--- config.mk ---
export PLATFORM = sky130hd
export DESIGN_NAME = bsm_ctrl
export DESIGN_NICKNAME = d
export VERILOG_FILES = /design/src/bsm_pkg.sv /design/src/bsm_ctrl.sv
export SDC_FILE = /design/constraint.sdc
export NUM_CORES = 1
export LEC_CHECK = 0
export BUFFER_PORTS_ARGS = -buffer_cell sky130_fd_sc_hd__buf_2
export CAP_MARGIN = 20
export CORE_UTILIZATION = 26
export DETAILED_ROUTE_END_ITERATION = 8
export PLACE_DENSITY = 0.41
export SLEW_MARGIN = 20
export SYNTH_ARGS = -nofsm -noshare
export SYNTH_HDL_FRONTEND = slang
export SYNTH_SLANG_ARGS = --single-unit
--- constraint.sdc ---
create_clock -name i_mclk -period 22.6 [get_ports i_mclk]
set_input_delay 0 -clock i_mclk [delete_from_list [all_inputs] [get_ports i_mclk]]
set_output_delay 0 -clock i_mclk [all_outputs]
set_load 0.01 [all_outputs]
--- src/bsm_pkg.sv ---
// Behaviour
// - Resolution selectable 13 or 14 bits
// - Conversion lasts 2^res half-oscillator periods
// - Result is 2^res times ratio minus shift
// - Mux steps bridge, temperature, offset in order
// - Startup measures all, then normal cycle
// - Exactly four working modes: startup, normal, calibration, failure report
// - Calibration mode permits calibration, register access
// - Failsafe error in startup or normal mode enters failure report mode; ignored in calibration mode
// - Each signal gets a 16-bit corrected value
// - Offset removed digitally, not by trimming
// - Temperature source from configured sensor type
// - Gain one of nine settings, 105 to 2.8
// - Digital result 15 bits at either resolution; analog 12 bits
// - Output driven analog or serial per config; analog also enabled in failure report mode
// - Startup error: failure mode, lower diagnostic band
// - Bridge result non-negative 15-bit, clipped for analog
package bsm_pkg;
  localparam int          RES_LOW      = 13;
  localparam int          RES_HIGH     = 14;
  localparam int          CLK_DIV      = 2;
  localparam int          STARTUP_SETS = 5;
  localparam int          CW           = 16;
  localparam int          OUT_W        = 15;
  localparam int          DAC_W        = 12;
  localparam logic [3:0]  GAIN_MAX     = 4'h8;
  localparam logic [1:0]  MUX_BRIDGE   = 2'h0;
  localparam logic [1:0]  MUX_TEMP     = 2'h1;
  localparam logic [1:0]  MUX_OFFSET   = 2'h2;
  localparam logic [11:0] DAC_LDB      = 12'h000;
  localparam logic [1:0]  OUT_ANALOG   = 2'h0;
  localparam logic [1:0]  OUT_TWO_WIRE = 2'h1;
  localparam logic [1:0]  OUT_ONE_WIRE = 2'h2;

  typedef enum logic [3:0] {
    MODE_START = 4'h1,
    MODE_CCM   = 4'h2,
    MODE_CAM   = 4'h4,
    MODE_FRM   = 4'h8
  } bsm_mode_type;
endpackage

--- src/bsm_ctrl.sv ---
`timescale 1ns/1ps
module bsm_ctrl
  import bsm_pkg::*;
(
  // Clock and reset
  input  wire logic              i_mclk,
  input  wire logic              i_rst_n,
  // Stored configuration
  input  wire logic              i_res_14,
  input  wire logic [1:0]        i_range_shift_setting,
  input  wire logic              i_supply_reference_select,
  input  wire logic [3:0]        i_gain_sel,
  input  wire logic [1:0]        i_temp_src,
  input  wire logic [1:0]        i_out_cfg,
  input  wire logic [CW-1:0]     i_coef_offset,
  input  wire logic [CW-1:0]     i_coef_gain,
  input  wire logic [OUT_W-1:0]  i_clip_lo,
  input  wire logic [OUT_W-1:0]  i_clip_hi,
  // Mode requests and failsafe
  input  wire logic              i_cal_req,
  input  wire logic              i_cal_exit,
  input  wire logic              i_fail,
  // Converter side
  input  wire logic [CW-1:0]     i_adc_ratio,
  // Front-end control
  output logic [1:0]             o_mux_sel,
  output logic [1:0]             o_temp_src,
  output logic [3:0]             o_gain_sel,
  output logic                   o_supply_reference_select,
  output logic                   o_conv_done,
  output logic [CW-1:0]          o_corr,
  // Output path
  output logic [3:0]             o_mode,
  output logic                   o_reg_access,
  output logic [OUT_W-1:0]       o_result,
  output logic [DAC_W-1:0]       o_dac,
  output logic                   o_dac_en,
  output logic                   o_serial_two_wire,
  output logic                   o_single_wire_interface
);
  bsm_mode_type mode;
  logic [14:0]  tick;
  logic [2:0]   sets;
  logic [CW-1:0] zero_raw, bridge_c, temp_c;
  logic         set_done;
  logic [CW-1:0] z;
  logic [CW-1:0] shift;
  logic [CW-1:0] next_corr;
  logic [31:0]  prod;
  logic [OUT_W-1:0] clipped;
  logic [14:0]  conv_len;
  logic [2:0]   f1, f2, f3;
  logic [2:0]   agreed;

  ////////////////////////////////////////////////////////////////////////
  // Failure and mode request input sync, three stages, change when last two agree
  always_ff @(posedge i_mclk) begin
    f1 <= {i_fail, i_cal_req, i_cal_exit};
    f2 <= f1;
    f3 <= f2;
  end
  // Keep the last agreed level while stages two and three differ, so a glitch counts in neither direction
  always_ff @(posedge i_mclk) begin
    if (!i_rst_n) begin
      agreed <= 3'h0;
    end else begin
      agreed <= (f2 & f3) | (agreed & (f2 | f3));
    end
  end
  wire fail_s = agreed[2];
  wire cal_s  = agreed[1];
  wire exit_s = agreed[0];

  ////////////////////////////////////////////////////////////////////////
  // Conversion timing: 2^res cycles of half-rate clock
  assign conv_len = i_res_14 ? 15'(((1 << RES_HIGH) * CLK_DIV) - 1)
                             : 15'(((1 << RES_LOW) * CLK_DIV) - 1);
  wire conv_end = (tick == conv_len);

  always_ff @(posedge i_mclk) begin
    if (!i_rst_n || mode == MODE_CAM || mode == MODE_FRM) begin
      tick <= 15'h0000;
    end else begin
      tick <= conv_end ? 15'h0000 : tick + 15'h0001;
    end
  end

  ////////////////////////////////////////////////////////////////////////
  // Relative count: ratio minus range shift, halved at 13-bit resolution
  always_comb begin
    case (i_range_shift_setting)
      2'h0:    shift = 16'h1000;
      2'h1:    shift = 16'h2000;
      2'h2:    shift = 16'h4000;
      default: shift = 16'h8000;
    endcase
    z = i_adc_ratio - shift;
    if (!i_res_14) begin
      z = {1'b0, z[CW-1:1]};
    end
  end

  // Digital offset removal and gain, 16-bit correction
  always_comb begin
    prod      = ({16'h0000, z} - {16'h0000, zero_raw} - {16'h0000, i_coef_offset}) * {16'h0000, i_coef_gain};
    next_corr = prod[29:14];
  end

  ////////////////////////////////////////////////////////////////////////
  // Multiplexer sequence and corrected values
  always_ff @(posedge i_mclk) begin
    if (!i_rst_n) begin
      o_mux_sel   <= MUX_BRIDGE;
      o_conv_done <= 1'b0;
      o_corr      <= 16'h0000;
      zero_raw    <= 16'h0000;
      bridge_c    <= 16'h0000;
      temp_c      <= 16'h0000;
      set_done    <= 1'b0;
    end else begin
      o_conv_done <= conv_end && (mode == MODE_START || mode == MODE_CCM);
      set_done    <= 1'b0;
      if (conv_end && (mode == MODE_START || mode == MODE_CCM)) begin
        o_corr <= next_corr;
        case (o_mux_sel)
          MUX_BRIDGE: begin
            bridge_c  <= next_corr;
            o_mux_sel <= MUX_TEMP;
          end
          MUX_TEMP: begin
            temp_c    <= next_corr;
            o_mux_sel <= MUX_OFFSET;
          end
          default: begin
            zero_raw  <= z;
            o_mux_sel <= MUX_BRIDGE;
            set_done  <= 1'b1;
          end
        endcase
      end
    end
  end

  ////////////////////////////////////////////////////////////////////////
  // Working modes
  always_ff @(posedge i_mclk) begin
    if (!i_rst_n) begin
      mode <= MODE_START;
      sets <= 3'h0;
    end else begin
      case (mode)
        MODE_START: begin
          if (fail_s) begin
            mode <= MODE_FRM;
          end else if (set_done) begin
            sets <= sets + 3'h1;
            if (sets == 3'(STARTUP_SETS - 1)) begin
              mode <= MODE_CCM;
            end
          end
        end
        MODE_CCM: begin
          if (fail_s) begin
            mode <= MODE_FRM;
          end else if (cal_s) begin
            mode <= MODE_CAM;
          end
        end
        MODE_CAM: begin
          if (exit_s) begin
            mode <= MODE_CCM;
          end
        end
        MODE_FRM: mode <= MODE_FRM;
        default:  mode <= MODE_FRM;
      endcase
    end
  end

  ////////////////////////////////////////////////////////////////////////
  // Conditioned output; clipping only for the analog path
  assign clipped = (bridge_c[OUT_W-1:0] < i_clip_lo) ? i_clip_lo :
                   (bridge_c[OUT_W-1:0] > i_clip_hi) ? i_clip_hi : bridge_c[OUT_W-1:0];

  always_ff @(posedge i_mclk) begin
    if (!i_rst_n) begin
      o_result <= 15'h0000;
      o_dac    <= DAC_LDB;
    end else if (mode == MODE_FRM || mode == MODE_START) begin
      o_dac    <= DAC_LDB;
    end else if (set_done && mode == MODE_CCM) begin
      o_result <= bridge_c[CW-1] ? 15'h0000 : bridge_c[OUT_W-1:0];
      o_dac    <= clipped[OUT_W-1:OUT_W-DAC_W];
    end
  end

  // Configuration pass-through registers
  always_ff @(posedge i_mclk) begin
    if (!i_rst_n) begin
      o_gain_sel                <= 4'h0;
      o_temp_src                <= 2'h0;
      o_supply_reference_select <= 1'b0;
      o_mode                    <= MODE_START;
      o_reg_access              <= 1'b0;
      o_dac_en                  <= 1'b0;
      o_serial_two_wire         <= 1'b0;
      o_single_wire_interface   <= 1'b0;
    end else begin
      o_gain_sel                <= (i_gain_sel > GAIN_MAX) ? GAIN_MAX : i_gain_sel;
      o_temp_src                <= (i_temp_src == 2'h3) ? 2'h0 : i_temp_src;
      o_supply_reference_select <= i_supply_reference_select;
      o_mode                    <= mode;
      o_reg_access              <= (mode == MODE_CAM);
      o_dac_en                  <= (i_out_cfg == OUT_ANALOG) || (mode == MODE_FRM);
      o_serial_two_wire         <= (i_out_cfg == OUT_TWO_WIRE);
      o_single_wire_interface   <= (i_out_cfg == OUT_ONE_WIRE);
    end
  end

  ////////////////////////////////////////////////////////////////////////
  a_fail_mode: assert property (@(posedge i_mclk) disable iff (!i_rst_n)
    (fail_s && (mode == MODE_CCM || mode == MODE_START)) |=> mode == MODE_FRM)
    else $error("fail not reported");
  a_mux_order: assert property (@(posedge i_mclk) disable iff (!i_rst_n)
    $changed(o_mux_sel) |-> ($past(o_mux_sel) == MUX_BRIDGE && o_mux_sel == MUX_TEMP) ||
                            ($past(o_mux_sel) == MUX_TEMP && o_mux_sel == MUX_OFFSET) ||
                            ($past(o_mux_sel) == MUX_OFFSET && o_mux_sel == MUX_BRIDGE))
    else $error("mux order broken");
  a_conv_len: assert property (@(posedge i_mclk) disable iff (!i_rst_n)
    conv_end |-> tick == (i_res_14 ? 15'h7FFF : 15'h3FFF))
    else $error("bad conv length");
  a_ldb_fail: assert property (@(posedge i_mclk) disable iff (!i_rst_n)
    (mode == MODE_FRM) |=> o_dac == DAC_LDB)
    else $error("dac not low in fail");
  a_res_upd: assert property (@(posedge i_mclk) disable iff (!i_rst_n)
    $changed(o_result) |-> $past(set_done))
    else $error("result updated early");
  a_start_ccm: assert property (@(posedge i_mclk) disable iff (!i_rst_n)
    (mode == MODE_CCM && $past(mode) == MODE_START) |-> $past(set_done))
    else $error("startup left early");
  a_gain_rng: assert property (@(posedge i_mclk) disable iff (!i_rst_n)
    o_gain_sel <= GAIN_MAX)
    else $error("gain out of range");
  a_reg_acc: assert property (@(posedge i_mclk) disable iff (!i_rst_n)
    (mode == MODE_CAM) |=> o_reg_access)
    else $error("no register access");
endmodule

## Word level (Yosys, flattened, before mapping)

Index checks and enable logic that the tools add are counted.
Widths: inputs -> output; s select.

- Flip-flop bits (word level): 128
- Bits of input ports: 95
- Output and inout bits: 61
- Word-level logic and storage cells: 95

- Add/sub/neg operators: 5
- $mul: 1
- $lt $le $gt $ge: 3
- Eq/ne operators: 16
- Muxes and demuxes: 16
- Bitwise gates (word level): 8
- Reduce and logical (&&, ||, !) cells: 22

Operators with widths:

| operator | number |
|---|---|
| $mux 15 | 4 |
| $pmux 16 s3 | 1 |
| $mul 18x17->30 | 1 |
| $mux 4 | 7 |
| $sub 17x17->18 | 1 |
| $sub 16x16->17 | 1 |
| $mux 16 | 1 |
| $sub 16x16->16 | 1 |
| $add 15x1->15 const B | 1 |
| $eq 15x15->1 | 1 |
| $gt 15x15->1 | 1 |
| $lt 15x15->1 | 1 |
| $pmux 4 s3 | 1 |
| $reduce_or 2->1 | 5 |
| $reduce_and 2->1 | 4 |
| $and 3x3->3 | 2 |
| $eq 2x1->1 const B | 3 |
| $eq 2x2->1 const B | 3 |
| $logic_not 2->1 | 3 |
| $ne 3x3->1 const B | 2 |
| $or 3x3->3 | 2 |
| $logic_or 1x1->1 | 5 |
| $eq 4x1->1 const B | 1 |
| $eq 4x2->1 const B | 1 |
| other kinds (14) | 18 |

## Depth between registers and ports, before layout

Gate-level depths: netlist of the first run.

- Depth after elaboration: 7
- Mapped depth: 48
- Depth with buffers taken out: 45

## Worst setup path before layout of the first run

Ideal clock, no wire load.

- Path type: input-to-reg
- Start point: input i_res_14
- End point: register o_corr[15]
- Setup time: 0.135 ns
- Arrival time: 9.873 ns
- Slack: 12.592 ns
- Stages: 46
- Path through: clkbuf_1 > clkbuf_1 > mux2i_1 > inv_1 > ha_1 > nor2b_1 > o21ai_0 > a21boi_0 > o21ai_0 > a21boi_0 > o21ai_0 > nand2b_1 > a21o_1 > a21oi_1 > xnor2_1 > ha_1 > nand3_1 > a211o_1 > [... 10 more ...] > inv_1 > fa_1 > inv_1 > fa_1 > inv_1 > fa_1 > ha_1 > and3_1 > a221oi_1 > o31a_1 > o21ai_1 > a2111o_1 > a221o_1 > a41oi_2 > a21oi_2 > a21oi_1 > xnor2_1 > a21oi_1

- Word-level cells in the longest chain between the ends: 4
- Elaborated cells between the ends (all ways): 7

RTL lines:

| what | line | RTL |
|---|---|---|
| start: declaration | bsm_ctrl.sv:9 | `input wire logic i_res_14,` |
| $mux 16 | bsm_ctrl.sv:98 | `if (!i_res_14) begin` |
| via z[1] | bsm_ctrl.sv:46 | `logic [CW-1:0] z;` |
| $sub 16x16->17 | bsm_ctrl.sv:105 | `prod = ({16'h0000, z} - {16'h0000, zero_raw} - {16'h0000, i_coef_offset}) * {16'h0000, i_coef_gain};` |
| $sub 17x17->18 | bsm_ctrl.sv:105 |  |
| $mul 18x17->30 | bsm_ctrl.sv:105 |  |
| end signal: assignment | bsm_ctrl.sv:124 | `o_corr <= next_corr;` |
| end: declaration | bsm_ctrl.sv:31 | `output logic [CW-1:0] o_corr,` |

The timed path passes the listed nets, and every way through them passes these cells.
A chain may end at the register's enable or synchronous reset.

## Worst setup path after layout of the first run

Same ends and word-level chain as after synthesis.

==> results of run 1 <==
[synth_stat cells (3+ instances only)]
master / number
a21o_1: 16
nand3_1: 21
and2_1: 124
a41oi_2: 3
o21bai_1: 4
and3_1: 5
a211oi_1: 8
clkbuf_1: 67
a211o_1: 8
inv_1: 412
nor3b_1: 16
ha_1: 144
fa_1: 254
nand4_1: 18
o211ai_1: 14
nand2_1: 226
nor3_1: 9
o31a_1: 3
xnor2_1: 57
a31oi_1: 3
buf_1: 3
or3_1: 3
nor2b_1: 21
xor2_1: 23
and4_1: 4
nand2b_1: 15
mux2_2: 10
dfxtp_1: 128
nor4_1: 5
o21a_1: 16
o31ai_1: 3
o21ai_0: 31
mux2i_1: 29
a21boi_0: 3
a22o_1: 14
nor2_1: 97
a21oi_1: 70
[stage by stage]
step | util | std cells | cell area (µm²) | hold WS, ns
floorplan | - | 1917 | 16600 | 0.0277
global placement | 0.292 | 2866 | 18400 | 0.103
detailed placement | 0.292 | 2866 | 18400 | 0.104
CTS | 0.310 | 2952 | 19600 | 0.0319
global route | 0.310 | 2953 | 19600 | 0.0844
finish | 0.310 | 2953 | 19600 | 0.0385
[critical path, delay by kind of cell]
family	cells	cell delay [ns]
buffers and inverters	7	0.88
muxes	1	0.40
AOI/OAI and AO/OA	19	3.96
xor gates and xnor gates	3	0.36
adders and majority gates	9	3.99
and+or+nand+nor	6	0.85
[cell type report]
type	instances	area (µm²)	share of cell area
clock buffers	24	482	0.0246
clock inverters	6	82.6	0.00422
inverters	413	1550	0.0792
multi-input cells	1304	12300	0.630
flip-flops and latches	128	2560	0.131
well taps	846	1060	0.0541
repair buffers	232	1500	0.0765
[state kept, by name (all words and copies together), names as in the netlist, 4 cells and up]
register	cells
tick	15
zero_raw	16
mode	4
o_dac	12
o_mode	4
bridge_c	16
o_result	15
o_gain_sel	4
o_corr	16
[worst max path at each step]
stage	startpoint	end	slack, ns	depth (start not counted)
after CTS	i_res_14	bridge_c[15]	12.36	45
final	i_res_14	o_corr[15]	12.43	45
after detailed placement	i_res_14	bridge_c[15]	11.95	45
after global placement	i_res_14	bridge_c[15]	12.06	45
after global routing	i_res_14	bridge_c[15]	11.67	45
after floorplan	i_res_14	o_corr[15]	12.59	46
[layer usage]
metal,vias to the layer above,GRT usage,share of wire
met4,0,0.0224,0.0064
met1,6419,0.205,0.48
met3,23,0.0180,0.026
met5,-,0,0
li1,6258,-,-
met2,172,0.259,0.49
[cell families after synthesis]
| family | after synthesis | synth area share |
|---|---|---|
| adders and majority gates | 398 | 0.414 |
| AOI/OAI and AO/OA | 214 | 0.0860 |
| DFF | 128 | 0.154 |
| buffers and inverters | 485 | 0.110 |
| and+or+nand+nor | 570 | 0.166 |
| xor gates and xnor gates | 83 | 0.0455 |
| muxes | 39 | 0.0242 |
[placed cells by master, fill, tap and decap left out, types with 4 or more instances in the layout]
| cell type | instances |
|---|---|
| a211o_1 | 8 |
| a211oi_1 | 8 |
| a21o_1 | 16 |
| a21oi_1 | 69 |
| a22o_1 | 14 |
| and2_1 | 124 |
| and3_1 | 5 |
| and4_1 | 4 |
| buf_2 | 155 |
| buf_4 | 20 |
| clkbuf_1 | 4 |
| clkbuf_16 | 17 |
| dfxtp_1 | 128 |
| dlygate4sd3_1 | 56 |
| fa_1 | 254 |
| ha_1 | 144 |
| inv_1 | 412 |
| mux2_2 | 10 |
| mux2i_1 | 29 |
| nand2_1 | 226 |
| nand2b_1 | 15 |
| nand3_1 | 21 |
| nand4_1 | 18 |
| nor2_1 | 96 |
| nor2b_1 | 21 |
| nor3_1 | 9 |
| nor3b_1 | 16 |
| nor4_1 | 5 |
| o211ai_1 | 14 |
| o21a_1 | 16 |
| o21ai_0 | 31 |
| o21bai_1 | 4 |
| xnor2_1 | 50 |
| xnor2_2 | 9 |
| xor2_1 | 21 |
[repair_timing]
action / in CTS / in global routing
hold endpoints to repair: 38 / 0
hold buffers: 56 / 0
buffers inserted: 0 / 0
setup endpoints to repair: 0 / 0
==> out/results.tsv, run 1 <==
stage	metric	value	unit
outcome	status	finished, final reports clean	
routing	DR iter-0 viols	436	
timing	slew margin rel.	0.275	
placed_design	port bufs	155	
die	Starting Density	0.264	
logic_synthesis	Avg Cell Area, Syn	8.67	µm²
timing	fin crit period	10.17	ns
logic_synthesis	Seq cells post-synth	128	
layout	Layout area overhead	17.7	%
global_routing	antenna violations before repair	1	
routing	DRC	0	
placed_design	RePlAce Congestion	0.800	
critical_path	FF-to-FF End	o_corr[15]	
logic_synthesis	Netlist cell types	59	
timing	min setup slack post-route	12.43	ns
layout	proportion of layout cells with a drive suffix above 1	0.112	
logic_synthesis	Ys Warns	0	
cts	H-tree depth	4	
cts	Clock Pin Slew Worst Setup and Hold Paths	0.06	ns
placed_design	HPWL Detailed	37800	µm
critical_path	maximum fanout along the worst path	20	
routing	Vias	12872	
critical_path	Startpoint Class	primary input	
worst_hold_path	hold endpoint	zero_raw[1]	
routing	vias per cell	4.36	
logic_synthesis	Area contributors post-synth	fa_1, dfxtp_1, ha_1, inv_1, nand2_1	
critical_path	Worst setup EP type	flip-flop	
logic_synthesis	Syn Inst Count	1917	
global_routing	GRT Residual Overflow	0	
timing	Setup violations, final	0	
global_routing	largest net degree at the start of global routing	39	
global_routing	first-pass GRT wire length	75400	µm
global_routing	vias in the first global route	13524	
worst_hold_path	cell depth of the worst hold path	3	
cts	CTS sink count	128	
cts	CTS max path bufs	2	
timing	Tcrit/Tclk final	0.450	
cts	Clock Latency Late Sink	0.43	ns
logic_synthesis	Post-Syn Area	16600	µm²
die	die area	65000	µm²
routing	WL per Instance	16.1	µm
worst_hold_path	Hold WC Path Type	primary input to flip-flop	
logic_synthesis	Yosys top cell area share	0.306	
logic_synthesis	Post-synth EDFFs	0	
die	Die Ht	255	µm
routing	drt first pass iters	5	
critical_path	Critical Path Max Stage Delay	0.54	ns
timing	fin. max-slew vios	0	
timing	clk_skew	0.00873	ns
layout	Final #Nets	2589	
logic_synthesis	Seq/Total Area, Yosys	0.154	
die	Ports	156	
critical_path	cell repeated most along the worst path	fa_1	
critical_path	worst r2r src	zero_raw[1]	
critical_path	slowest CP cell	fa_1	
layout	fill cell count	6789	
layout	n_diodes	0	
critical_path	reg2reg path depth	43	
routing	DRT Wirelength	47700	µm
timing	Max Fclk	98.3	MHz
cts	Post-CTS Resized	0	
cts	Num CTS Buffers	17	
logic_synthesis	Syn Nets	2410	
critical_path	Critical Path RT	22.89	ns
cts	CTS tree	built	
timing	RSZ-0062 raised after global routing	no	
critical_path	crit path DAT	10.46	ns
timing	setup_tns	0	ns
die	Placeable Area	63100	µm²
logic_synthesis	largest area contributor in the netlist	fa_1	
logic_synthesis	Synth async-reset ratio	0	
routing	final antenna-violating net count	0	
worst_hold_path	HP Start	i_adc_ratio[1]	
timing	worst-margin pin slew	1.09	ns
die	Rows	92	
cts	Root Driver	clkbuf_16	
die	die extent in x	255	µm
logic_synthesis	Main synth FF type	dfxtp_1	
timing	Final Hold Viols	0	
placed_design	Place WS	11.95	ns
global_routing	Total GRT Usage	0.151	
critical_path	CP Class	primary input to flip-flop	
job	Max Cap Viol	0	
critical_path	Worst R2R Setup Slack	12.50	ns
Power of run 1 is left out: the tool's default activity adds up to more than one toggle a clock period on the data nets, which glitch-free logic cannot reach.
==> inputs of run 2 (changes only) <==
--- a/config.mk
+++ b/config.mk
@@ -5,11 +5,12 @@
 export SDC_FILE = /design/constraint.sdc
 export NUM_CORES = 1
 export LEC_CHECK = 0
+export ABC_AREA = 1
 export BUFFER_PORTS_ARGS = -buffer_cell sky130_fd_sc_hd__buf_2
 export CAP_MARGIN = 20
 export CORE_UTILIZATION = 26
 export DETAILED_ROUTE_END_ITERATION = 8
-export PLACE_DENSITY = 0.41
+export PLACE_DENSITY = 0.43
 export SLEW_MARGIN = 20
 export SYNTH_ARGS = -nofsm -noshare
 export SYNTH_HDL_FRONTEND = slang
==> constraint.sdc (replaced) <==
create_clock -name i_mclk -period 9.3 [get_ports i_mclk]
set_input_delay 0 -clock i_mclk [delete_from_list [all_inputs] [get_ports i_mclk]]
set_output_delay 0 -clock i_mclk [all_outputs]
set_load 0.01 [all_outputs]
==> run 2 against run 1 <==
Sequential share of layout area down 0.79 points. Critical path depth decreased by 2. Area after synthesis rose by 5.4%. Non-clock buffer count increased by 15. Worst hold slack lost 0.028 ns. Global-route usage rose by 1.8 points. Worst setup slack got worse by 12 ns. Routed wire length is 18% higher. Largest cell class unchanged. First-iteration DRC count grew 89%. Clock skew increased by 0.00056 ns. Die area grew 5.3%. Flip-flop and latch count is the same.
==> out/results.tsv, run 2 <==
stage	metric	value	unit
critical_path	slowest CP cell	fa_1	
logic_synthesis	Seq/Total Area, Yosys	0.146	
routing	DRT Wirelength	56200	µm
timing	clk_skew	0.00928	ns
layout	Layout area overhead	18.8	%
timing	worst-margin pin slew	1.06	ns
cts	Num CTS Buffers	17	
global_routing	largest net degree at the start of global routing	41	
layout	n_diodes	0	
critical_path	Worst setup EP type	flip-flop	
critical_path	reg2reg path depth	40	
layout	biggest regs	bridge_c x16, o_corr x16, zero_raw x16	
global_routing	vias in the first global route	16168	
timing	Setup violations, final	0	
critical_path	CP Class	primary input to flip-flop	
logic_synthesis	Yosys top cell area share	0.290	
layout	fill cell count	7219	
critical_path	Critical Path Max Stage Delay	0.62	ns
logic_synthesis	Post-synth EDFFs	0	
die	Ports	156	
placed_design	HPWL Detailed	46500	µm
routing	drt first pass iters	7	
critical_path	Worst R2R Setup Slack	0.70	ns
global_routing	Total GRT Usage	0.169	
critical_path	worst r2r src	zero_raw[0]	
die	Die Ht	262	µm
critical_path	Critical path origin	i_adc_ratio[7]	
cts	CTS max path bufs	2	
layout	Sequential Area	2560	µm²
timing	Final Hold Viols	0	
timing	fin crit period	8.74	ns
routing	final antenna-violating net count	0	
placed_design	Place WS	-0.173	ns
logic_synthesis	Post-Syn Area	17500	µm²
timing	Tcrit/Tclk final	0.939	
logic_synthesis	Syn Inst Count	2354	
layout	Final #Nets	3057	
cts	CTS sink count	128	
critical_path	crit path DAT	9.06	ns
cts	CTS tree	built	
routing	vias per cell	4.48	
cts	Clock Latency Late Sink	0.43	ns
die	Placeable Area	66200	µm²
timing	slew margin rel.	0.292	
critical_path	worst setup path end	o_corr[15]	
logic_synthesis	Post-synth top cells	inv_1, nand2_1, fa_1, nor2_1, ha_1	
logic_synthesis	Seq cells post-synth	128	
layout	commonest non-fill, non-tap cell in the layout	inv_1	
logic_synthesis	most frequent cell after synthesis	inv_1	
logic_synthesis	Avg Cell Area, Syn	7.44	µm²
worst_hold_path	Hold WC Path Type	primary input to flip-flop	
logic_synthesis	Synth async-reset ratio	0	
routing	DRC	0	
logic_synthesis	Syn Nets	2847	
global_routing	GRT Residual Overflow	0	
critical_path	Critical Path RT	9.62	ns
cts	H-tree depth	4	
die	Rows	94	
cts	Root Driver	clkbuf_16	
routing	Vias	15403	
global_routing	antenna violations before repair	0	
routing	DR iter-0 viols	825	
die	Starting Density	0.265	
critical_path	Startpoint Class	primary input	
outcome	status	finished, final reports clean	
layout	proportion of layout cells with a drive suffix above 1	0.131	
logic_synthesis	Main synth FF type	dfxtp_1	
job	Max Cap Viol	0	
routing	WL per Instance	16.3	µm
logic_synthesis	Netlist cell types	53	
placed_design	RePlAce Congestion	0.904	
cts	Clock Pin Slew Worst Setup and Hold Paths	0.06	ns
die	die extent in x	262	µm
critical_path	FF-to-FF End	o_corr[15]	
layout	multi-input logic area	12600	µm²
layout	commonest cells after routing, fill and taps aside	inv_1, nand2_1, fa_1, nor2_1, buf_2	
logic_synthesis	Ys Warns	0	
timing	Max Fclk	114	MHz
timing	min setup slack post-route	0.564	ns
global_routing	first-pass GRT wire length	88400	µm
logic_synthesis	Area contributors post-synth	fa_1, dfxtp_1, inv_1, ha_1, nand2_1	
logic_synthesis	largest area contributor in the netlist	fa_1	
placed_design	port bufs	155	
critical_path	maximum fanout along the worst path	5	
die	die area	68400	µm²
timing	fin. max-slew vios	0	
run 2: cell types whose count changed in the layout (fill, tap and decap cells not counted), moves of 33 or more:
cell	change
and2_1	-123
nand3_1	+86
nand2_1	+213
xnor2_1	-35
o21ai_0	+33
nor2_1	+98
inv_1	+195
a21oi_1	+39
run 2: kinds of logic (layout without fill, tap and decap cells):
logic type | Yosys count | after routing | synth area share
simple gates | 850 | 850 | 0.206
flops | 128 | 128 | 0.146
mux | 2 | 2 | 0.00114
compound gates | 253 | 253 | 0.0847
buf+inv | 680 | 903 | 0.147
xor+xnor | 43 | 43 | 0.0215
fa+ha+maj | 398 | 398 | 0.393
run 2: critical path: cells and delay by family:
kind,cells,cell delay [ns]
compound gates,8,1.57
fa+ha+maj,9,4.26
xor+xnor,1,0.17
simple gates,13,1.44
buf+inv,12,1.60
run 2: area by class of cell:
class	count	share of cell area
clock buffers	22	0.0228
clock inverters	10	0.00529
inverters	623	0.113
multi-input cells	1546	0.608
flip-flops and latches	128	0.123
well taps	864	0.0519
repair buffers	247	0.0759
repair inverters	1	0.000361
run 2: repair_timing:
item | 4_1_cts | 5_1_grt
setup buffers | 0 | 14
setup endpoints to repair | 0 | 28
hold buffers | 44 | 1
gates resized for setup | 0 | 76
hold endpoints to repair | 35 | 1
run 2: stage by stage:
step	instance area (µm²)	setup TNS (ns)	instances	utilization	hold WS (ns)
after global routing	20800	-0.00948	3441	0.314	0.0213
after CTS	20400	0	3425	0.308	0.000837
final	20800	0	3441	0.314	0.0106
after global placement	19400	-0.532	3349	0.293	0.102
after detailed placement	19400	-0.678	3349	0.293	0.105
after floorplan	17500	0	2354	-	0.0277
run 2: worst min path at each step:
stage | slack [ns] | endpoint | from | cells after the start
after floorplan | 0.03 | f1[0] | i_cal_exit | 0
after detailed placement | 0.10 | f1[1] | i_cal_req | 1
after global routing | 0.02 | zero_raw[2] | i_res_14 | 3
after global placement | 0.10 | f1[1] | i_cal_req | 1
final | 0.01 | zero_raw[2] | i_res_14 | 3
after CTS | 0.0008 | o_dac[0] | i_clip_hi[3] | 5
run 2: layer usage:
layer,track usage,part of all wire,routed length (µm)
met2,0.301,0.50,28400
met1,0.219,0.45,25300
met4,0.0304,0.014,781
met5,0,0,0
met3,0.0192,0.031,1740
Power of run 2 is left out for the same reason.
==> inputs of run 3 (changes only) <==
--- a/config.mk
+++ b/config.mk
@@ -9,8 +9,10 @@
 export BUFFER_PORTS_ARGS = -buffer_cell sky130_fd_sc_hd__buf_2
 export CAP_MARGIN = 20
 export CORE_UTILIZATION = 26
+export CTS_BUF_LIST = sky130_fd_sc_hd__clkbuf_4
 export DETAILED_ROUTE_END_ITERATION = 8
 export PLACE_DENSITY = 0.43
+export SKIP_LAST_GASP = 1
 export SLEW_MARGIN = 20
 export SYNTH_ARGS = -nofsm -noshare
 export SYNTH_HDL_FRONTEND = slang
==> run 3 against run 2 <==
Clock skew grew 0.014 ns. Worst setup slack lost 0.082 ns. Critical endpoint is now o_corr[11]. Sequential share of layout area grew 0.12 points. Critical path depth grew 2.
==> out/results.tsv, run 3 (same netlist as run 2, synthesis figures left out) <==
stage	metric	value	unit
critical_path	maximum fanout along the worst path	6	
critical_path	crit path DAT	9.32	ns
global_routing	first-pass GRT wire length	88200	µm
die	Ports	156	
placed_design	RePlAce Congestion	0.904	
cts	CTS max path bufs	2	
timing	Final Hold Viols	0	
critical_path	slowest CP cell	fa_1	
timing	Setup violations, final	0	
timing	slew margin rel.	0.254	
cts	CTS sink count	128	
critical_path	Critical Path Max Stage Delay	0.57	ns
routing	DRC	0	
die	die area	68400	µm²
layout	commonest non-fill, non-tap cell in the layout	inv_1	
critical_path	worst r2r src	zero_raw[0]	
critical_path	reg2reg path depth	44	
die	Placeable Area	66200	µm²
routing	final antenna-violating net count	0	
global_routing	vias in the first global route	16242	
global_routing	antenna violations before repair	3	
timing	Max Fclk	113	MHz
global_routing	largest net degree at the start of global routing	41	
critical_path	Critical Path RT	9.80	ns
critical_path	FF-to-FF End	o_corr[13]	
layout	commonest cells after routing, fill and taps aside	inv_1, nand2_1, fa_1, nor2_1, buf_2	
cts	Clock Pin Slew Worst Setup and Hold Paths	0.13	ns
worst_hold_path	HP Start	i_adc_ratio[12]	
die	Starting Density	0.265	
placed_design	HPWL Detailed	46500	µm
layout	proportion of layout cells with a drive suffix above 1	0.126	
outcome	status	finished, final reports clean	
routing	WL per Instance	16.3	µm
worst_hold_path	cell depth of the worst hold path	6	
cts	H-tree depth	4	
global_routing	GRT Residual Overflow	0	
cts	Num CTS Buffers	17	
critical_path	Startpoint Class	primary input	
routing	DR iter-0 viols	841	
layout	fill cell count	7269	
timing	fin crit period	8.82	ns
timing	clk_skew	0.0232	ns
layout	Final #Nets	3074	
die	die extent in x	262	µm
cts	CTS tree	built	
cts	Root Driver	clkbuf_4	
routing	DRT Wirelength	56300	µm
critical_path	Worst R2R Setup Slack	0.68	ns
layout	biggest regs	bridge_c x16, o_corr x16, zero_raw x16	
critical_path	CP Class	primary input to flip-flop	
timing	fin. max-slew vios	0	
routing	Vias	15485	
placed_design	port bufs	155	
routing	vias per cell	4.48	
worst_hold_path	Hold WC Path Type	primary input to flip-flop	
layout	post-layout util	0.311	
timing	worst-margin pin slew	1.12	ns
critical_path	Worst setup EP type	flip-flop	
worst_hold_path	hold endpoint	zero_raw[11]	
timing	setup_tns	0	ns
job	Max Cap Viol	0	
layout	Layout area overhead	17.6	%
layout	design area	20600	µm²
timing	RSZ-0062 raised after global routing	yes	
cts	Clock Latency Late Sink	0.55	ns
global_routing	Total GRT Usage	0.168	
die	Die Ht	262	µm
routing	drt first pass iters	6	
placed_design	Placement Cell Area	19400	µm²
timing	Tcrit/Tclk final	0.948	
critical_path	cell repeated most along the worst path	inv_1	
die	Rows	94	
==> run 3: changes by cell type in the layout (fill, tap and decap cells not counted), moves of 3 or more <==
cell	change
clkbuf_4	+19
dlygate4sd3_1	+18
clkbuf_16	-17
o21ai_0	+5
nand2_4	-4
clkbuf_8	-3
clkinv_1	+3
o21ai_2	-3
==> run 3: metal layers <==
layer | part of all wire | wire length (µm) | track usage | up-vias
li1 | - | - | - | 7559
met1 | 0.45 | 25100 | 0.218 | 7547
met2 | 0.50 | 27900 | 0.295 | 320
met3 | 0.037 | 2110 | 0.0234 | 59
met4 | 0.021 | 1200 | 0.0381 | 0
met5 | 0 | 0 | 0 | -
==> run 3: how the worst max path moves through the flow <==
stage	depth (start not counted)	slack, ns	end	startpoint
2_1_floorplan	49	0.49	o_corr[13]	i_res_14
3_5_place_dp	46	-0.17	o_corr[5]	i_res_14
3_3_place_gp	49	-0.21	o_corr[5]	i_res_14
5_1_grt	49	-0.07	bridge_c[13]	i_adc_ratio[4]
6_report	45	0.48	o_corr[11]	i_adc_ratio[2]
4_1_cts	48	0.16	o_corr[5]	i_adc_ratio[6]
==> run 3: metrics by stage <==
step / setup WS, ns / hold WS (ns) / cells
6_report: 0.482 / 0.0655 / 3460
5_1_grt: -0.0677 / 0.0263 / 3460
4_1_cts: 0.158 / 0.00762 / 3444
3_5_place_dp: -0.173 / 0.105 / 3349
3_3_place_gp: -0.207 / 0.102 / 3349
2_1_floorplan: 0.489 / 0.0277 / 2354
==> run 3: repair_timing <==
action	CTS	global route
setup endpoints to repair	0	28
resized for setup	0	57
endpoints found under the hold margin	43	0
setup buffers	0	13
hold buffers	63	0
==> run 3: final cells by class <==
cell class / instances / area, µm² / share of cell area
timing repair buffer: 264 / 1750 / 0.0850
clock inverter: 13 / 121 / 0.00589
inverter: 623 / 2350 / 0.114
clock buffer: 19 / 143 / 0.00692
timing repair inverter: 1 / 7.51 / 0.000364
antenna: 2 / 5.00 / 0.000243
sequential: 128 / 2560 / 0.124
tap: 864 / 1080 / 0.0525
multi-input combinational: 1546 / 12600 / 0.611
==> run 3: worst max-delay path: cells and delay by family <==
family | cells | cell delay [ns]
buf+inv | 12 | 1.52
fa+ha+maj | 9 | 4.02
xor+xnor | 1 | 0.15
simple gates | 12 | 1.86
compound gates | 11 | 1.73
Power of run 3 is left out for the same reason.
